===== src/sol_pkg.sv =====
// constants and types for the serial link out-of-band init block
package sol_pkg;
  localparam int CLK_PERIOD_PS = 8000;
  // gen1 unit interval is 2000/3 ps
  localparam int GEN1_UI_NUM_PS = 2000;
  localparam int GEN1_UI_DEN    = 3;
  localparam int BURST_UI       = 160;
  localparam int GAP_UI         = 480;
  localparam int DWORD_UI       = 40;
  localparam int ALIGN_TO_DWORDS = 2048;
  localparam int GAP_MIN_NS     = 175;
  localparam int GAP_MAX_NS     = 525;
  localparam int RELEASE_NS     = 525;

  function automatic int ui_cyc_ceil(input int ui);
    return (ui * GEN1_UI_NUM_PS + GEN1_UI_DEN * CLK_PERIOD_PS - 1) /
           (GEN1_UI_DEN * CLK_PERIOD_PS);
  endfunction

  localparam logic [6:0] BURST_CYC   = 7'(ui_cyc_ceil(BURST_UI));
  localparam logic [6:0] GAP_CYC     = 7'(ui_cyc_ceil(GAP_UI));
  localparam logic [6:0] GAP_MIN_CYC =
    7'((GAP_MIN_NS * 1000 + CLK_PERIOD_PS - 1) / CLK_PERIOD_PS);
  localparam logic [6:0] GAP_MAX_CYC = 7'(GAP_MAX_NS * 1000 / CLK_PERIOD_PS);
  localparam logic [6:0] RELEASE_CYC =
    7'((RELEASE_NS * 1000 + CLK_PERIOD_PS - 1) / CLK_PERIOD_PS);
  // longest wait, so rounded down
  localparam logic [15:0] ALIGN_TO_CYC =
    16'((ALIGN_TO_DWORDS * DWORD_UI * GEN1_UI_NUM_PS) /
        (GEN1_UI_DEN * CLK_PERIOD_PS));

  localparam logic [2:0] INIT_BURSTS   = 3'h6;
  localparam logic [2:0] WAKE_BURSTS   = 3'h6;
  localparam logic [2:0] DETECT_BURSTS = 3'h4;
  localparam logic [1:0] NONALIGN_NEED = 2'h3;

  typedef enum logic [3:0] {
    ST_IDLE      = 4'h0,
    ST_INIT_TX   = 4'h1,
    ST_WAIT_WAKE = 4'h3,
    ST_CALIB     = 4'h2,
    ST_WAKE_TX   = 4'h6,
    ST_ALIGN     = 4'h7,
    ST_SYNC      = 4'h5,
    ST_READY     = 4'h4,
    ST_ERROR     = 4'hc,
    ST_SLEEP     = 4'h8
  } sol_state_t;

  typedef enum logic [1:0] {
    GEN_IDLE  = 2'h0,
    GEN_BURST = 2'h1,
    GEN_GAP   = 2'h3,
    GEN_REL   = 2'h2
  } sol_gen_ph_t;

  typedef enum logic [1:0] {
    TX_IDLE  = 2'h0,
    TX_BURST = 2'h1,
    TX_ALIGN = 2'h2,
    TX_SYNC  = 2'h3
  } sol_tx_mode_t;

  typedef enum logic [1:0] {
    SPD_GEN1 = 2'h0,
    SPD_GEN2 = 2'h1,
    SPD_GEN3 = 2'h2
  } sol_speed_t;
endpackage


===== src/sol_burst_gen.sv =====
// out-of-band burst and idle sequencer for the transmit side
`timescale 1ns/100ps
module sol_burst_gen (
  input  wire logic       sys_clk_in,
  input  wire logic       rst_n_in,
  input  wire logic       start_in,
  input  wire logic [2:0] count_in,
  input  wire logic [6:0] gap_cyc_in,
  output logic            burst_out,
  output logic            busy_out,
  output logic            done_out
);
  import sol_pkg::*;

  sol_gen_ph_t ph_ff, nxt_ph;
  logic [6:0]  cnt_ff, nxt_cnt;
  logic [6:0]  gap_ff, nxt_gap;
  logic [2:0]  left_ff, nxt_left;
  logic        burst_ff, nxt_burst;
  logic        done_ff, nxt_done;

  always_comb begin
    nxt_ph    = ph_ff;
    nxt_cnt   = cnt_ff + 7'h1;
    nxt_gap   = gap_ff;
    nxt_left  = left_ff;
    nxt_burst = burst_ff;
    nxt_done  = 1'b0;
    case (ph_ff)
      GEN_IDLE: begin
        nxt_cnt = 7'h0;
        if (start_in && count_in != 3'h0) begin
          nxt_ph    = GEN_BURST;
          nxt_left  = count_in;
          nxt_gap   = gap_cyc_in;
          nxt_burst = 1'b1;
        end
      end
      GEN_BURST: begin
        if (cnt_ff == BURST_CYC - 7'h1) begin
          nxt_cnt   = 7'h0;
          nxt_left  = left_ff - 3'h1;
          nxt_burst = 1'b0;
          nxt_ph    = (left_ff == 3'h1) ? GEN_REL : GEN_GAP;
        end
      end
      GEN_GAP: begin
        if (cnt_ff == gap_ff - 7'h1) begin
          nxt_cnt   = 7'h0;
          nxt_burst = 1'b1;
          nxt_ph    = GEN_BURST;
        end
      end
      GEN_REL: begin
        if (cnt_ff == RELEASE_CYC - 7'h1) begin
          nxt_ph   = GEN_IDLE;
          nxt_done = 1'b1;
        end
      end
      default: begin
        nxt_ph    = GEN_IDLE;
        nxt_burst = 1'b0;
      end
    endcase
  end

  always_ff @(posedge sys_clk_in) begin
    if (!rst_n_in) begin
      ph_ff    <= GEN_IDLE;
      cnt_ff   <= 7'h0;
      gap_ff   <= 7'h0;
      left_ff  <= 3'h0;
      burst_ff <= 1'b0;
      done_ff  <= 1'b0;
    end else begin
      ph_ff    <= nxt_ph;
      cnt_ff   <= nxt_cnt;
      gap_ff   <= nxt_gap;
      left_ff  <= nxt_left;
      burst_ff <= nxt_burst;
      done_ff  <= nxt_done;
    end
  end

  assign burst_out = burst_ff;
  assign busy_out  = (ph_ff != GEN_IDLE);
  assign done_out  = done_ff;

  // run lengths seen on the line, for checking only
  logic [6:0] hi_cnt_ff;
  logic [6:0] lo_cnt_ff;
  always_ff @(posedge sys_clk_in) begin
    if (!rst_n_in) begin
      hi_cnt_ff <= 7'h0;
      lo_cnt_ff <= 7'h0;
    end else begin
      hi_cnt_ff <= burst_ff ? hi_cnt_ff + 7'h1 : 7'h0;
      lo_cnt_ff <= (burst_ff || lo_cnt_ff == 7'h7f) ?
                   (burst_ff ? 7'h0 : lo_cnt_ff) : lo_cnt_ff + 7'h1;
    end
  end
endmodule // sol_burst_gen


===== src/sol_oob_init.sv =====
// device-side out-of-band link init, speed step-down and sleep control
// Function
// - a burst is four gen1 align or d24.3 dwords, 160 ui long
// - reset-type burst 160 ui, idle gap 480 ui between bursts
// - wake signal brings the phy out of partial or slumber; here low power ends when the sleep request pin drops, not on wake
// - reset signal comes only from host; device then resets itself
// - four consecutive bursts with nominal 320 ns gaps mean reset
// - a gap under 175 ns or over 525 ns voids reset detection
// - line stays idle at least 525 ns after the final burst
// - device answers reset release with init; may send init anytime; here a request is dropped while the burst generator is busy
// - on host wake, optional calibrate, six-burst wake, align at top
// - no host align in 2048 dword times, drop to next lower speed
// - lowest speed tried without answer puts device in error state
// - locked and ready device sends sync primitives
// - sleep request pin high puts device into low power
// - three consecutive non-align primitives mean link established
// - init uses the same burst and gap timing as reset
`timescale 1ns/100ps
module sol_oob_init #(
  parameter logic [15:0] ALIGN_TIMEOUT_CYC = sol_pkg::ALIGN_TO_CYC
) (
  input  wire logic               sys_clk_in,
  input  wire logic               rst_n_in,
  input  wire logic               rx_burst_in,
  input  wire logic               rx_prim_valid_in,
  input  wire logic               rx_prim_align_in,
  input  wire logic               rx_lock_in,
  input  wire logic               tx_calib_done_in,
  input  wire logic               dev_init_req_in,
  input  wire logic               sleep_request_pin_in,
  output logic                    hw_reset_out,
  output logic                    tx_burst_out,
  output sol_pkg::sol_tx_mode_t   tx_mode_out,
  output sol_pkg::sol_speed_t     tx_speed_out,
  output logic                    link_up_out,
  output logic                    link_error_out,
  output logic                    low_power_out
);
  import sol_pkg::*;

  // receive pattern detector state
  logic       rx_prev_ff, nxt_rx_prev;
  logic [6:0] gap_cnt_ff, nxt_gap_cnt;
  logic [2:0] nb_ff, nxt_nb;
  logic       kind_ff, nxt_kind;
  logic       rst_seen_ff, nxt_rst_seen;
  logic       wake_seen_ff, nxt_wake_seen;
  logic       rise, rst_gap, rst_rel, wake_rel;

  always_comb begin
    nxt_rx_prev   = rx_burst_in;
    nxt_gap_cnt   = rx_burst_in ? 7'h0 :
                    (gap_cnt_ff == 7'h7f ? gap_cnt_ff : gap_cnt_ff + 7'h1);
    nxt_nb        = nb_ff;
    nxt_kind      = kind_ff;
    nxt_rst_seen  = rst_seen_ff;
    nxt_wake_seen = wake_seen_ff;
    rise          = rx_burst_in && !rx_prev_ff;
    rst_gap       = gap_cnt_ff >= GAP_MIN_CYC && gap_cnt_ff <= GAP_MAX_CYC;
    rst_rel       = 1'b0;
    wake_rel      = 1'b0;
    if (rise) begin
      if (nb_ff == 3'h0 || gap_cnt_ff > GAP_MAX_CYC) begin
        nxt_nb = 3'h1;
      end else if (nb_ff == 3'h1 || kind_ff == rst_gap) begin
        nxt_nb   = (nb_ff == DETECT_BURSTS) ? nb_ff : nb_ff + 3'h1;
        nxt_kind = rst_gap;
      end else begin
        // pattern changed; this pair starts a fresh count
        nxt_nb   = 3'h2;
        nxt_kind = rst_gap;
      end
      if (!rst_gap) begin
        nxt_rst_seen = 1'b0;
      end
      if (nxt_nb == DETECT_BURSTS && nxt_kind) begin
        nxt_rst_seen = 1'b1;
      end
      if (nxt_nb == DETECT_BURSTS && !nxt_kind) begin
        nxt_wake_seen = 1'b1;
      end
    end else if (!rx_burst_in && gap_cnt_ff == RELEASE_CYC - 7'h1) begin
      // line quiet long enough: pattern released
      rst_rel       = rst_seen_ff;
      wake_rel      = wake_seen_ff;
      nxt_rst_seen  = 1'b0;
      nxt_wake_seen = 1'b0;
      nxt_nb        = 3'h0;
    end
  end

  always_ff @(posedge sys_clk_in) begin
    if (!rst_n_in) begin
      rx_prev_ff   <= 1'b0;
      gap_cnt_ff   <= 7'h0;
      nb_ff        <= 3'h0;
      kind_ff      <= 1'b0;
      rst_seen_ff  <= 1'b0;
      wake_seen_ff <= 1'b0;
    end else begin
      rx_prev_ff   <= nxt_rx_prev;
      gap_cnt_ff   <= nxt_gap_cnt;
      nb_ff        <= nxt_nb;
      kind_ff      <= nxt_kind;
      rst_seen_ff  <= nxt_rst_seen;
      wake_seen_ff <= nxt_wake_seen;
    end
  end

  // main sequencer state
  sol_state_t   state_ff, nxt_state;
  sol_speed_t   speed_ff, nxt_speed;
  sol_tx_mode_t mode_ff, nxt_mode;
  logic [15:0]  timer_ff, nxt_timer;
  logic         align_ok_ff, nxt_align_ok;
  logic [1:0]   nonal_ff, nxt_nonal;
  logic         link_up_ff, link_err_ff, low_pwr_ff, hw_rst_ff;
  logic         gen_start, gen_busy, gen_done, gen_burst, quiet, gen_rst_n;
  logic [2:0]   gen_count;
  logic [6:0]   gen_gap;
  logic         rx_align, rx_nonalign;

  assign rx_align    = rx_prim_valid_in && rx_prim_align_in;
  assign rx_nonalign = rx_prim_valid_in && !rx_prim_align_in;
  assign quiet = !nxt_rst_seen && !sleep_request_pin_in && !dev_init_req_in;

  always_comb begin
    nxt_state    = state_ff;
    nxt_speed    = speed_ff;
    nxt_timer    = timer_ff + 16'h1;
    nxt_align_ok = align_ok_ff;
    nxt_nonal    = nonal_ff;
    gen_start    = 1'b0;
    gen_count    = INIT_BURSTS;
    gen_gap      = GAP_CYC;
    case (state_ff)
      ST_IDLE: begin
        if (rst_rel && !gen_busy) begin
          gen_start = 1'b1;
          nxt_state = ST_INIT_TX;
        end
      end
      ST_INIT_TX: if (gen_done) nxt_state = ST_WAIT_WAKE;
      ST_WAIT_WAKE: if (wake_rel) nxt_state = ST_CALIB;
      ST_CALIB: begin
        if (tx_calib_done_in && !gen_busy) begin
          gen_start = 1'b1;
          gen_count = WAKE_BURSTS;
          gen_gap   = BURST_CYC;
          nxt_state = ST_WAKE_TX;
        end
      end
      ST_WAKE_TX: begin
        if (gen_done) begin
          nxt_state    = ST_ALIGN;
          nxt_speed    = SPD_GEN3;
          nxt_timer    = 16'h0;
          nxt_align_ok = 1'b0;
        end
      end
      ST_ALIGN: begin
        if (rx_align) nxt_align_ok = 1'b1;
        if ((align_ok_ff || rx_align) && rx_lock_in) begin
          nxt_state = ST_SYNC;
          nxt_nonal = 2'h0;
        end else if (!align_ok_ff && !rx_align &&
                     timer_ff == ALIGN_TIMEOUT_CYC - 16'h1) begin
          nxt_timer = 16'h0;
          if (speed_ff == SPD_GEN1) begin
            nxt_state = ST_ERROR;
          end else begin
            nxt_speed = sol_speed_t'(speed_ff - 2'h1);
          end
        end
      end
      ST_SYNC: begin
        if (rx_align) begin
          nxt_nonal = 2'h0;
        end else if (rx_nonalign) begin
          nxt_nonal = nonal_ff + 2'h1;
          if (nonal_ff == NONALIGN_NEED - 2'h1) nxt_state = ST_READY;
        end
      end
      ST_READY: if (wake_rel) nxt_state = ST_CALIB;
      ST_ERROR: ;
      ST_SLEEP: if (!sleep_request_pin_in) nxt_state = ST_WAIT_WAKE;
      default: nxt_state = ST_IDLE;
    endcase
    if (dev_init_req_in && !gen_busy && state_ff != ST_INIT_TX) begin
      gen_start = 1'b1;
      gen_count = INIT_BURSTS;
      gen_gap   = GAP_CYC;
      nxt_state = ST_INIT_TX;
    end
    if (sleep_request_pin_in) begin
      gen_start = 1'b0;
      nxt_state = ST_SLEEP;
    end
    if (nxt_rst_seen) begin
      gen_start = 1'b0;
      nxt_state = ST_IDLE;
    end
    case (nxt_state)
      ST_INIT_TX, ST_WAKE_TX: nxt_mode = TX_BURST;
      ST_ALIGN:               nxt_mode = TX_ALIGN;
      ST_SYNC, ST_READY:      nxt_mode = TX_SYNC;
      default:                nxt_mode = TX_IDLE;
    endcase
  end

  always_ff @(posedge sys_clk_in) begin
    if (!rst_n_in) begin
      state_ff    <= ST_IDLE;
      speed_ff    <= SPD_GEN3;
      mode_ff     <= TX_IDLE;
      timer_ff    <= 16'h0;
      align_ok_ff <= 1'b0;
      nonal_ff    <= 2'h0;
      link_up_ff  <= 1'b0;
      link_err_ff <= 1'b0;
      low_pwr_ff  <= 1'b0;
      hw_rst_ff   <= 1'b0;
    end else begin
      state_ff    <= nxt_state;
      speed_ff    <= nxt_speed;
      mode_ff     <= nxt_mode;
      timer_ff    <= nxt_timer;
      align_ok_ff <= nxt_align_ok;
      nonal_ff    <= nxt_nonal;
      link_up_ff  <= (nxt_state == ST_READY);
      link_err_ff <= (nxt_state == ST_ERROR);
      low_pwr_ff  <= (nxt_state == ST_SLEEP);
      hw_rst_ff   <= nxt_rst_seen;
    end
  end

  // host reset also stops a half-sent init
  // otherwise the release would find the generator busy and no init follows
  assign gen_rst_n = rst_n_in && !nxt_rst_seen;

  sol_burst_gen u_gen (
    .sys_clk_in (sys_clk_in),
    .rst_n_in   (gen_rst_n),
    .start_in   (gen_start),
    .count_in   (gen_count),
    .gap_cyc_in (gen_gap),
    .burst_out  (gen_burst),
    .busy_out   (gen_busy),
    .done_out   (gen_done)
  );

  assign hw_reset_out   = hw_rst_ff;
  assign tx_burst_out   = gen_burst;
  assign tx_mode_out    = mode_ff;
  assign tx_speed_out   = speed_ff;
  assign link_up_out    = link_up_ff;
  assign link_error_out = link_err_ff;
  assign low_power_out  = low_pwr_ff;
endmodule // sol_oob_init


===== config.mk =====
export PLATFORM = sky130hd
export DESIGN_NAME = sol_oob_init
export DESIGN_NICKNAME = d
export VERILOG_FILES = /design/src/sol_pkg.sv /design/src/sol_burst_gen.sv /design/src/sol_oob_init.sv
export SDC_FILE = /design/constraint.sdc
export NUM_CORES = 1
export LEC_CHECK = 0
export ABC_AREA = 1
export BUFFER_PORTS_ARGS = -buffer_cell sky130_fd_sc_hd__buf_2
export CAP_MARGIN = 20
export CELL_PAD_IN_SITES_DETAIL_PLACEMENT = 1
export CELL_PAD_IN_SITES_GLOBAL_PLACEMENT = 1
export CORE_ASPECT_RATIO = 1.75
export CORE_UTILIZATION = 48
export DETAILED_ROUTE_END_ITERATION = 16
export PLACE_DENSITY = 0.84
export SLEW_MARGIN = 5
export SYNTH_ARGS = -nofsm -noshare
export SYNTH_HDL_FRONTEND = slang
export SYNTH_SLANG_ARGS = --single-unit

===== constraint.sdc =====
create_clock -name sys_clk_in -period 4.6 [get_ports sys_clk_in]
set_input_delay 0.23 -clock sys_clk_in [delete_from_list [all_inputs] [get_ports sys_clk_in]]
set_output_delay 0.23 -clock sys_clk_in [all_outputs]
set_load 0.02 [all_outputs]

==> flow_results.xml, run 1 <==
<?xml version="1.0" encoding="UTF-8"?>
<metrics>
  <group name="layout">
    <metric name="most-common-layout-cells" unit="">77 x sky130_fd_sc_hd__nand2_1, 72 x sky130_fd_sc_hd__inv_1, 61 x sky130_fd_sc_hd__dfxtp_1, 60 x sky130_fd_sc_hd__nor2_1, 37 x sky130_fd_sc_hd__nand3_1</metric>
    <metric name="insertedDiodeCount" unit="">0</metric>
    <metric name="multi_input_comb_area" unit="µm²">1800</metric>
    <metric name="register_area" unit="µm²">1220</metric>
    <metric name="share_of_cells_above_drive_strength_1" unit="">0.127</metric>
    <metric name="final_util" unit="">0.578</metric>
    <metric name="finalNetCount" unit="">509</metric>
    <metric name="fillers" unit="">873</metric>
    <metric name="mostFrequentLayoutCell" unit="">sky130_fd_sc_hd__nand2_1</metric>
    <metric name="layout.cell_area.non_filler" unit="µm²">3810</metric>
    <metric name="area.growth.synth_to_final" unit="%">14.7</metric>
  </group>
  <group name="detailed_routing">
    <metric name="drt_first_iter_violations" unit="">132</metric>
    <metric name="route.detailed.vias_per_inst" unit="">5.30</metric>
    <metric name="total_number_of_vias" unit="">3023</metric>
    <metric name="aggregate_routed_wire_length" unit="mm">8.30</metric>
    <metric name="dr.pass1.iters" unit="">4</metric>
    <metric name="wire_per_inst" unit="µm">14.6</metric>
    <metric name="drc_errors" unit="">0</metric>
    <metric name="route.antenna.remaining_nets" unit="">0</metric>
  </group>
  <group name="worst_hold_path">
    <metric name="min-delay-path-class" unit="">input port to flip-flop</metric>
    <metric name="min_from" unit="">rx_burst_in</metric>
    <metric name="holdPathStages" unit="">3</metric>
  </group>
  <group name="run">
    <metric name="maxCapViolations" unit="">0</metric>
  </group>
  <group name="run_status">
    <metric name="status" unit="">finished clean</metric>
  </group>
  <group name="synthesis">
    <metric name="synth-compound-area-share" unit="">0.120</metric>
    <metric name="synth_fa_ha_area_frac" unit="">0.0641</metric>
    <metric name="async_reset_ff_frac" unit="">0</metric>
    <metric name="dominant_combinational_cell_family_by_area_after_synthesis" unit="">simple AND/OR/NAND/NOR gates</metric>
    <metric name="synth-warning-count" unit="">0</metric>
    <metric name="synthesis.area" unit="µm²">3320</metric>
    <metric name="post_synth.cell_area_avg" unit="µm²">7.25</metric>
    <metric name="synth_enable_flop_cells" unit="">0</metric>
    <metric name="synthesis.nets" unit="">484</metric>
    <metric name="synth_xor_area_frac" unit="">0.0290</metric>
    <metric name="multiplexer_share_of_the_synthesized_area" unit="">0</metric>
    <metric name="synth-main-ff-cell" unit="">sky130_fd_sc_hd__dfxtp_1</metric>
    <metric name="synthesis.instances" unit="">458</metric>
    <metric name="synthDistinctLibCells" unit="">45</metric>
    <metric name="yosys.area_share.simple" unit="">0.329</metric>
    <metric name="synth_sequential_area_ratio" unit="">0.368</metric>
    <metric name="synth_seq_cells" unit="">61</metric>
  </group>
  <group name="timing">
    <metric name="fmax" unit="MHz">448</metric>
    <metric name="finalWorstSetupSlack" unit="ns">2.37</metric>
    <metric name="timing.slew.headroom" unit="">0.590</metric>
    <metric name="min_period_over_period" unit="">0.485</metric>
    <metric name="finClkSkew" unit="ns">0.00884</metric>
    <metric name="hold_viol_final" unit="">0</metric>
    <metric name="post-route-min-period" unit="ns">2.23</metric>
    <metric name="max_slew.worst_pin.slew" unit="ns">0.611</metric>
    <metric name="final-setup-viol-count" unit="">0</metric>
    <metric name="final.setup.tns" unit="ns">0</metric>
    <metric name="rsz0062_at_grt" unit="">no</metric>
    <metric name="report.final.slew_viol_count" unit="">0</metric>
  </group>
  <group name="placed_design">
    <metric name="finalWeightedCongestion" unit="">0.933</metric>
    <metric name="dpl_cell_area" unit="µm²">3490</metric>
    <metric name="place_ws" unit="ns">2.43</metric>
    <metric name="hpwl" unit="mm">6.31</metric>
    <metric name="count_of_input_and_output_buffers" unit="">17</metric>
  </group>
  <group name="critical_path">
    <metric name="critPathLaunchType" unit="">flip-flop</metric>
    <metric name="worstRegToRegCells" unit="">9</metric>
    <metric name="timing.rr.end" unit="">u_gen.cnt_ff[4]$_SDFF_PN0_</metric>
    <metric name="critical_path_at" unit="ns">2.45</metric>
    <metric name="cp-end-kind" unit="">flip-flop</metric>
    <metric name="crit_type" unit="">flip-flop to flip-flop</metric>
    <metric name="worst-path-max-fanout" unit="">7</metric>
    <metric name="timing_startpoint_of_the_critical_path" unit="">u_gen.gap_ff[2]$_SDFFE_PN0P_</metric>
    <metric name="reg2reg_setup_slack" unit="ns">2.37</metric>
    <metric name="regToRegStartpoint" unit="">u_gen.gap_ff[2]$_SDFFE_PN0P_</metric>
    <metric name="capturing_instance_or_port_of_the_critical_path" unit="">u_gen.cnt_ff[4]$_SDFF_PN0_</metric>
    <metric name="required_time_at_the_endpoint_of_the_critical_path" unit="ns">4.81</metric>
  </group>
  <group name="global_route">
    <metric name="globalRoute.totalOverflow" unit="">0</metric>
    <metric name="grt_start_max_net_pins" unit="">17</metric>
    <metric name="first_global_vias" unit="">3389</metric>
    <metric name="grt_use_total" unit="">0.256</metric>
    <metric name="grt_antenna_before_repair" unit="">0</metric>
    <metric name="grt_first_pass_wirelength" unit="mm">14.5</metric>
  </group>
  <group name="floorplan">
    <metric name="initial_utilization" unit="">0.504</metric>
    <metric name="die_area" unit="µm²">7270</metric>
    <metric name="rows" unit="">39</metric>
    <metric name="die_height" unit="µm">112</metric>
    <metric name="boundaryPins" unit="">18</metric>
    <metric name="die_width" unit="µm">64.9</metric>
    <metric name="core_area" unit="µm²">6590</metric>
  </group>
  <group name="cts">
    <metric name="sinks_on_clock_net" unit="">61</metric>
    <metric name="cts.htree.levels" unit="">3</metric>
    <metric name="cts.path.max_buffers" unit="">2</metric>
    <metric name="postCtsResizedCells" unit="">0</metric>
    <metric name="clock_network_latency_to_the_later_pin_of_the_worst_skew_pair" unit="ns">0.33</metric>
    <metric name="cts_buffers" unit="">9</metric>
    <metric name="hold_buffers" unit="">0</metric>
    <metric name="cts_setup_buffers" unit="">0</metric>
    <metric name="cts_root_buffer" unit="">sky130_fd_sc_hd__clkbuf_16</metric>
    <metric name="clk_pin_slew_worst_paths" unit="ns">0.05</metric>
    <metric name="tritoncts" unit="">done</metric>
  </group>
  <group name="pwr">
    <metric name="p_leak" unit="nW">1.60</metric>
    <metric name="max-vdd-ir-drop" unit="µV">227</metric>
    <metric name="post_layout_power" unit="mW">1.36</metric>
    <metric name="powerDensity" unit="nW/µm²">356</metric>
  </group>
</metrics>
-- cell usage after synthesis, drive strengths merged (2+ instances only) --
| master | instances | area (µm²) |
|---|---|---|
| nand2 | 83 | 345 |
| inv | 74 | 283 |
| nor2 | 72 | 314 |
| dfxtp | 61 | 1220 |
| nand3 | 42 | 250 |
| a21oi | 31 | 170 |
| o21ai | 19 | 106 |
| ha | 17 | 213 |
| nor3 | 10 | 50.1 |
| nand4 | 8 | 50.1 |
| xor2 | 7 | 61.3 |
| nor3b | 4 | 35.0 |
| xnor2 | 4 | 35.0 |
| a211oi | 3 | 22.5 |
| nand3b | 3 | 22.5 |
| nor4 | 3 | 25.0 |
| o21a | 3 | 22.5 |
| a31oi | 2 | 12.5 |
| clkbuf | 2 | 8.75 |
-- report_power, final --
group | switching (mW) | internal (mW)
registers | 0.0101 | 0.542
logic | 0.0678 | 0.0356
clock network | 0.239 | 0.462
total | 0.317 | 1.04
-- state kept, by name, summed over array words and instances, names as in the netlist --
| register | flops |
|---|---|
| u_gen.gap_ff | 3 |
| align_ok_ff | 1 |
| timer_ff | 16 |
| state_ff | 4 |
| u_gen.burst_out | 1 |
| nb_ff | 3 |
| u_gen.done_out | 1 |
| hw_reset_out | 1 |
| nonal_ff | 2 |
| rx_prev_ff | 1 |
| gap_cnt_ff | 7 |
| u_gen.left_ff | 3 |
| link_up_out | 1 |
| kind_ff | 1 |
| link_error_out | 1 |
| tx_mode_out | 2 |
| u_gen.ph_ff | 2 |
| tx_speed_out | 2 |
| wake_seen_ff | 1 |
| low_power_out | 1 |
| u_gen.cnt_ff | 7 |
-- critical path: stages (launching register included) --
cell	delay [ns]
sky130_fd_sc_hd__dfxtp_1	0.35
sky130_fd_sc_hd__inv_1	0.09
sky130_fd_sc_hd__ha_1	0.24
sky130_fd_sc_hd__ha_1	0.30
sky130_fd_sc_hd__a221oi_1	0.27
sky130_fd_sc_hd__nand4_1	0.12
sky130_fd_sc_hd__nand3_1	0.12
sky130_fd_sc_hd__o21ai_0	0.21
sky130_fd_sc_hd__o21ai_4	0.36
sky130_fd_sc_hd__nor2_2	0.05
-- worst min path at each step --
stage                                        end  slack (ns)
global route               rx_prev_ff$_SDFF_PN0_        0.17
CTS                        rx_prev_ff$_SDFF_PN0_        0.13
detailed placement  u_gen.burst_out$_SDFFE_PN0P_        0.45
finish                     rx_prev_ff$_SDFF_PN0_        0.13
global placement    u_gen.burst_out$_SDFFE_PN0P_        0.43
floorplan                  rx_prev_ff$_SDFF_PN0_        0.32
-- kinds of logic (layout without fill, tap and decap cells) --
kind of cell | after synthesis | after routing
and+or+nand+nor | 225 | 225
buffers and inverters | 78 | 108
AOI/OAI and AO/OA | 66 | 66
DFF | 61 | 61
adders and majority gates | 17 | 17
xor gates and xnor gates | 11 | 11
-- layout make-up --
type,count,share of cell area
clock buffer,13,0.0710
clock inverter,3,0.0112
inverter,75,0.0753
multi-input combinational,319,0.473
sequential,61,0.321
tap,82,0.0269
timing repair buffer,17,0.0223
-- through the flow --
step	hold WS, ns	cells
6_report	0.130	570
5_1_grt	0.165	570
4_1_cts	0.133	570
3_5_place_dp	0.446	554
3_3_place_gp	0.429	554
2_1_floorplan	0.323	458
-- routing by layer --
| layer | share of wire | global-route usage | vias to the layer above |
|---|---|---|---|
| li1 | - | - | 1525 |
| met1 | 0.37 | 0.239 | 1459 |
| met2 | 0.59 | 0.511 | 27 |
| met3 | 0.020 | 0.0457 | 12 |
| met4 | 0.019 | 0.107 | 0 |
| met5 | 0 | 0 | - |
(Power assumes the default switching activity.)
==> run 2: changes to the inputs <==
--- a/config.mk
+++ b/config.mk
@@ -5,15 +5,15 @@
 export SDC_FILE = /design/constraint.sdc
 export NUM_CORES = 1
 export LEC_CHECK = 0
-export ABC_AREA = 1
+export ABC_AREA = 0
 export BUFFER_PORTS_ARGS = -buffer_cell sky130_fd_sc_hd__buf_2
 export CAP_MARGIN = 20
 export CELL_PAD_IN_SITES_DETAIL_PLACEMENT = 1
 export CELL_PAD_IN_SITES_GLOBAL_PLACEMENT = 1
 export CORE_ASPECT_RATIO = 1.75
-export CORE_UTILIZATION = 48
+export CORE_UTILIZATION = 46
 export DETAILED_ROUTE_END_ITERATION = 16
-export PLACE_DENSITY = 0.84
+export PLACE_DENSITY = 0.79
 export SLEW_MARGIN = 5
 export SYNTH_ARGS = -nofsm -noshare
 export SYNTH_HDL_FRONTEND = slang
==> constraint.sdc (replaced) <==
create_clock -name sys_clk_in -period 2.3 [get_ports sys_clk_in]
set_input_delay 0.115 -clock sys_clk_in [delete_from_list [all_inputs] [get_ports sys_clk_in]]
set_output_delay 0.115 -clock sys_clk_in [all_outputs]
set_load 0.02 [all_outputs]
==> flow_results.xml, run 2 <==
<?xml version="1.0" encoding="UTF-8"?>
<metrics>
  <group name="timing">
    <metric name="finalWorstSetupSlack" unit="ns">-0.0378</metric>
    <metric name="report.final.slew_viol_count" unit="">0</metric>
    <metric name="min_period_over_period" unit="">1.02</metric>
    <metric name="max_slew.worst_pin.slew" unit="ns">0.568</metric>
    <metric name="post-route-min-period" unit="ns">2.34</metric>
    <metric name="final-setup-viol-count" unit="">9</metric>
    <metric name="final.setup.tns" unit="ns">-0.226</metric>
    <metric name="hold_viol_final" unit="">0</metric>
    <metric name="rsz0062_at_grt" unit="">yes</metric>
    <metric name="finClkSkew" unit="ns">0.00643</metric>
    <metric name="fmax" unit="MHz">428</metric>
    <metric name="timing.slew.headroom" unit="">0.622</metric>
  </group>
  <group name="synthesis">
    <metric name="synthDistinctLibCells" unit="">68</metric>
    <metric name="synth_top_area_frac" unit="">0.365</metric>
    <metric name="synth-warning-count" unit="">0</metric>
    <metric name="async_reset_ff_frac" unit="">0</metric>
    <metric name="synth_sequential_area_ratio" unit="">0.365</metric>
    <metric name="netlist_top_cells_area" unit="">sky130_fd_sc_hd__dfxtp_1 36%, sky130_fd_sc_hd__nor2_1 6.8%, sky130_fd_sc_hd__ha_1 6.4%, sky130_fd_sc_hd__xor2_1 4.7%, sky130_fd_sc_hd__xnor2_1 3.9%</metric>
    <metric name="synthesis.nets" unit="">420</metric>
    <metric name="synthesis.instances" unit="">394</metric>
    <metric name="synth-main-ff-cell" unit="">sky130_fd_sc_hd__dfxtp_1</metric>
    <metric name="synthesis.area" unit="µm²">3350</metric>
    <metric name="commonest_cells_in_the_synthesized_netlist" unit="">61 x sky130_fd_sc_hd__dfxtp_1, 61 x sky130_fd_sc_hd__nor2_1, 24 x sky130_fd_sc_hd__inv_1, 23 x sky130_fd_sc_hd__nand2_1, 20 x sky130_fd_sc_hd__nand3_1</metric>
    <metric name="netlist.top_cell.by_area" unit="">sky130_fd_sc_hd__dfxtp_1</metric>
    <metric name="post_synth.cell_area_avg" unit="µm²">8.50</metric>
    <metric name="synth_seq_cells" unit="">61</metric>
    <metric name="synth_enable_flop_cells" unit="">0</metric>
  </group>
  <group name="floorplan">
    <metric name="die_width" unit="µm">66.5</metric>
    <metric name="die_height" unit="µm">115</metric>
    <metric name="core_area" unit="µm²">6960</metric>
    <metric name="die_area" unit="µm²">7640</metric>
    <metric name="initial_utilization" unit="">0.481</metric>
    <metric name="boundaryPins" unit="">18</metric>
    <metric name="rows" unit="">40</metric>
  </group>
  <group name="detailed_routing">
    <metric name="total_number_of_vias" unit="">3183</metric>
    <metric name="wire_per_inst" unit="µm">17.9</metric>
    <metric name="drc_errors" unit="">0</metric>
    <metric name="aggregate_routed_wire_length" unit="mm">9.83</metric>
    <metric name="route.detailed.vias_per_inst" unit="">5.79</metric>
    <metric name="route.antenna.remaining_nets" unit="">0</metric>
    <metric name="drt_first_iter_violations" unit="">99</metric>
    <metric name="dr.pass1.iters" unit="">4</metric>
  </group>
  <group name="global_route">
    <metric name="grt_start_max_net_pins" unit="">17</metric>
    <metric name="globalRoute.totalOverflow" unit="">0</metric>
    <metric name="first_global_vias" unit="">3401</metric>
    <metric name="grt_use_total" unit="">0.270</metric>
    <metric name="grt_antenna_before_repair" unit="">0</metric>
    <metric name="grt_first_pass_wirelength" unit="mm">15.4</metric>
  </group>
  <group name="critical_path">
    <metric name="cpLargestDelayFamily" unit="">simple AND/OR/NAND/NOR gates</metric>
    <metric name="path_common_cell" unit="">sky130_fd_sc_hd__or4_4</metric>
    <metric name="worst-path-max-fanout" unit="">7</metric>
    <metric name="crit_type" unit="">flip-flop to flip-flop</metric>
    <metric name="cp-end-kind" unit="">flip-flop</metric>
    <metric name="critPathLaunchType" unit="">flip-flop</metric>
    <metric name="worstPathCellList" unit="">or4_4 -&gt; o21a_1 -&gt; or4_4 -&gt; o311ai_4 -&gt; or2b_4 -&gt; nor2_1</metric>
    <metric name="critical_path_at" unit="ns">2.56</metric>
    <metric name="critPathMaxStageDelay" unit="ns">0.52</metric>
    <metric name="worstPathBufferInverterCount" unit="">0</metric>
    <metric name="worst_path_max_delay_cell" unit="">sky130_fd_sc_hd__or4_4</metric>
    <metric name="required_time_at_the_endpoint_of_the_critical_path" unit="ns">2.52</metric>
  </group>
  <group name="layout">
    <metric name="largest-register" unit="">timer_ff</metric>
    <metric name="most-common-layout-cells" unit="">56 x sky130_fd_sc_hd__dfxtp_1, 55 x sky130_fd_sc_hd__nor2_1, 48 x sky130_fd_sc_hd__buf_4, 24 x sky130_fd_sc_hd__inv_1, 23 x sky130_fd_sc_hd__nand2_1</metric>
    <metric name="share_of_cells_above_drive_strength_1" unit="">0.268</metric>
    <metric name="finalNetCount" unit="">489</metric>
    <metric name="insertedDiodeCount" unit="">0</metric>
    <metric name="biggestRegsByFlops" unit="">timer_ff x16, gap_cnt_ff x7, u_gen.cnt_ff x7</metric>
    <metric name="final_util" unit="">0.613</metric>
    <metric name="largest_register_ffs" unit="">16</metric>
    <metric name="fillers" unit="">817</metric>
    <metric name="mostFrequentLayoutCell" unit="">sky130_fd_sc_hd__dfxtp_1</metric>
    <metric name="area.growth.synth_to_final" unit="%">27.4</metric>
  </group>
  <group name="cts">
    <metric name="sinks_on_clock_net" unit="">61</metric>
    <metric name="clock_network_latency_to_the_later_pin_of_the_worst_skew_pair" unit="ns">0.33</metric>
    <metric name="hold_buffers" unit="">0</metric>
    <metric name="clk_pin_slew_worst_paths" unit="ns">0.05</metric>
    <metric name="tritoncts" unit="">done</metric>
    <metric name="cts.htree.levels" unit="">3</metric>
    <metric name="cts.path.max_buffers" unit="">2</metric>
    <metric name="cts_buffers" unit="">9</metric>
    <metric name="cts_root_buffer" unit="">sky130_fd_sc_hd__clkbuf_16</metric>
  </group>
  <group name="placed_design">
    <metric name="place_ws" unit="ns">-0.182</metric>
    <metric name="hpwl" unit="mm">6.92</metric>
    <metric name="count_of_input_and_output_buffers" unit="">17</metric>
    <metric name="finalWeightedCongestion" unit="">0.850</metric>
  </group>
  <group name="run">
    <metric name="maxCapViolations" unit="">0</metric>
  </group>
  <group name="worst_hold_path">
    <metric name="min-delay-path-class" unit="">input port to flip-flop</metric>
  </group>
  <group name="pwr">
    <metric name="max-vdd-ir-drop" unit="µV">389</metric>
    <metric name="powerDensity" unit="nW/µm²">611</metric>
    <metric name="p_leak" unit="nW">1.71</metric>
  </group>
  <group name="run_status">
    <metric name="failing_checks" unit="">negative setup slack</metric>
    <metric name="status" unit="">finished, violations left</metric>
  </group>
</metrics>
## run 2: cell types whose count changed in the layout (fill, tap and decap cells not counted), moves of 6 or more
cell and change:
sky130_fd_sc_hd__a21oi_1 -16, sky130_fd_sc_hd__inv_1 -48, sky130_fd_sc_hd__nand3_1 -17, sky130_fd_sc_hd__xor2_1 +11, sky130_fd_sc_hd__buf_4 +48, sky130_fd_sc_hd__xnor2_1 +11, sky130_fd_sc_hd__nor2_2 -6, sky130_fd_sc_hd__nand2_1 -54
sky130_fd_sc_hd__o21ai_0 -9
## run 2: metrics by stage
stage	power (mW)	area, µm²	instances	hold slack, ns
after CTS	2.59	4150	546	0.0581
after global placement	1.37	3840	530	0.384
after global routing	2.70	4270	550	0.0887
after detailed placement	1.38	3840	530	0.387
final	2.60	4270	550	0.0567
after floorplan	1.28	3370	394	0.185
## run 2: cell families (layout without fill, tap and decap cells)
kind of cell	after synthesis	in the layout	share of synthesized area
AO/OA/AOI/OAI	67	67	0.146
adder cells (fa/ha/maj)	17	17	0.0635
flip-flops	61	61	0.365
multiplexers	4	4	0.0123
buffers and inverters	34	106	0.0475
AND/OR/NAND/NOR	178	178	0.280
XOR/XNOR	33	33	0.0863
## run 2: final timing paths
check	cells after the start	endpoint	start	slack, ns
setup reg to reg	6	u_gen.cnt_ff[1]$_SDFF_PN0_	gap_cnt_ff[2]$_SDFFE_PP0P_	-0.04
hold reg to reg	2	u_gen.burst_out$_SDFFE_PN0P_	u_gen.burst_out$_SDFFE_PN0P_	0.45
hold / removal	2	rx_prev_ff$_SDFF_PN0_	rx_burst_in	0.06
setup / recovery	6	u_gen.cnt_ff[1]$_SDFF_PN0_	gap_cnt_ff[2]$_SDFFE_PP0P_	-0.04
## run 2: report_power, final
group | leakage, nW | switching (mW) | internal [mW]
Combinational | 1.08 | 0.155 | 0.122
Clock | 0.134 | 0.449 | 0.770
Sequential | 0.497 | 0.0237 | 1.08
Total | 1.71 | 0.628 | 1.98
## run 2: repair_timing
action | 4_1_cts | 5_1_grt
pin swaps | 6 | 8
setup endpoints to repair | 25 | 28
resized for setup | 7 | 23
setup buffers | 2 | 4
## run 2: worst reg2reg max path, stage by stage, from the launching register on
cell,delay [ns]
sky130_fd_sc_hd__dfxtp_2,0.31
sky130_fd_sc_hd__or4_4,0.52
sky130_fd_sc_hd__o21a_1,0.20
sky130_fd_sc_hd__or4_4,0.50
sky130_fd_sc_hd__o311ai_4,0.37
sky130_fd_sc_hd__or2b_4,0.27
sky130_fd_sc_hd__nor2_1,0.06
## run 2: final cells by class
type                            count  area [µm²]  share of cell area
Clock inverter                      2        10.0             0.00235
Timing Repair Buffer               68         488               0.114
Clock buffer                       12         256              0.0601
Multi-Input combinational cell    299        2090               0.490
Tap cell                           84         105              0.0246
Sequential cell                    61        1230               0.288
Inverter                           24        90.1              0.0211
## run 2: routing by layer
metal / vias to the layer above / routed length (µm) / GRT usage
li1: 1529 / - / -
met1: 1576 / 3560 / 0.241
met2: 48 / 5730 / 0.539
met3: 30 / 148 / 0.0367
met4: 0 / 394 / 0.162
met5: - / 0 / 0
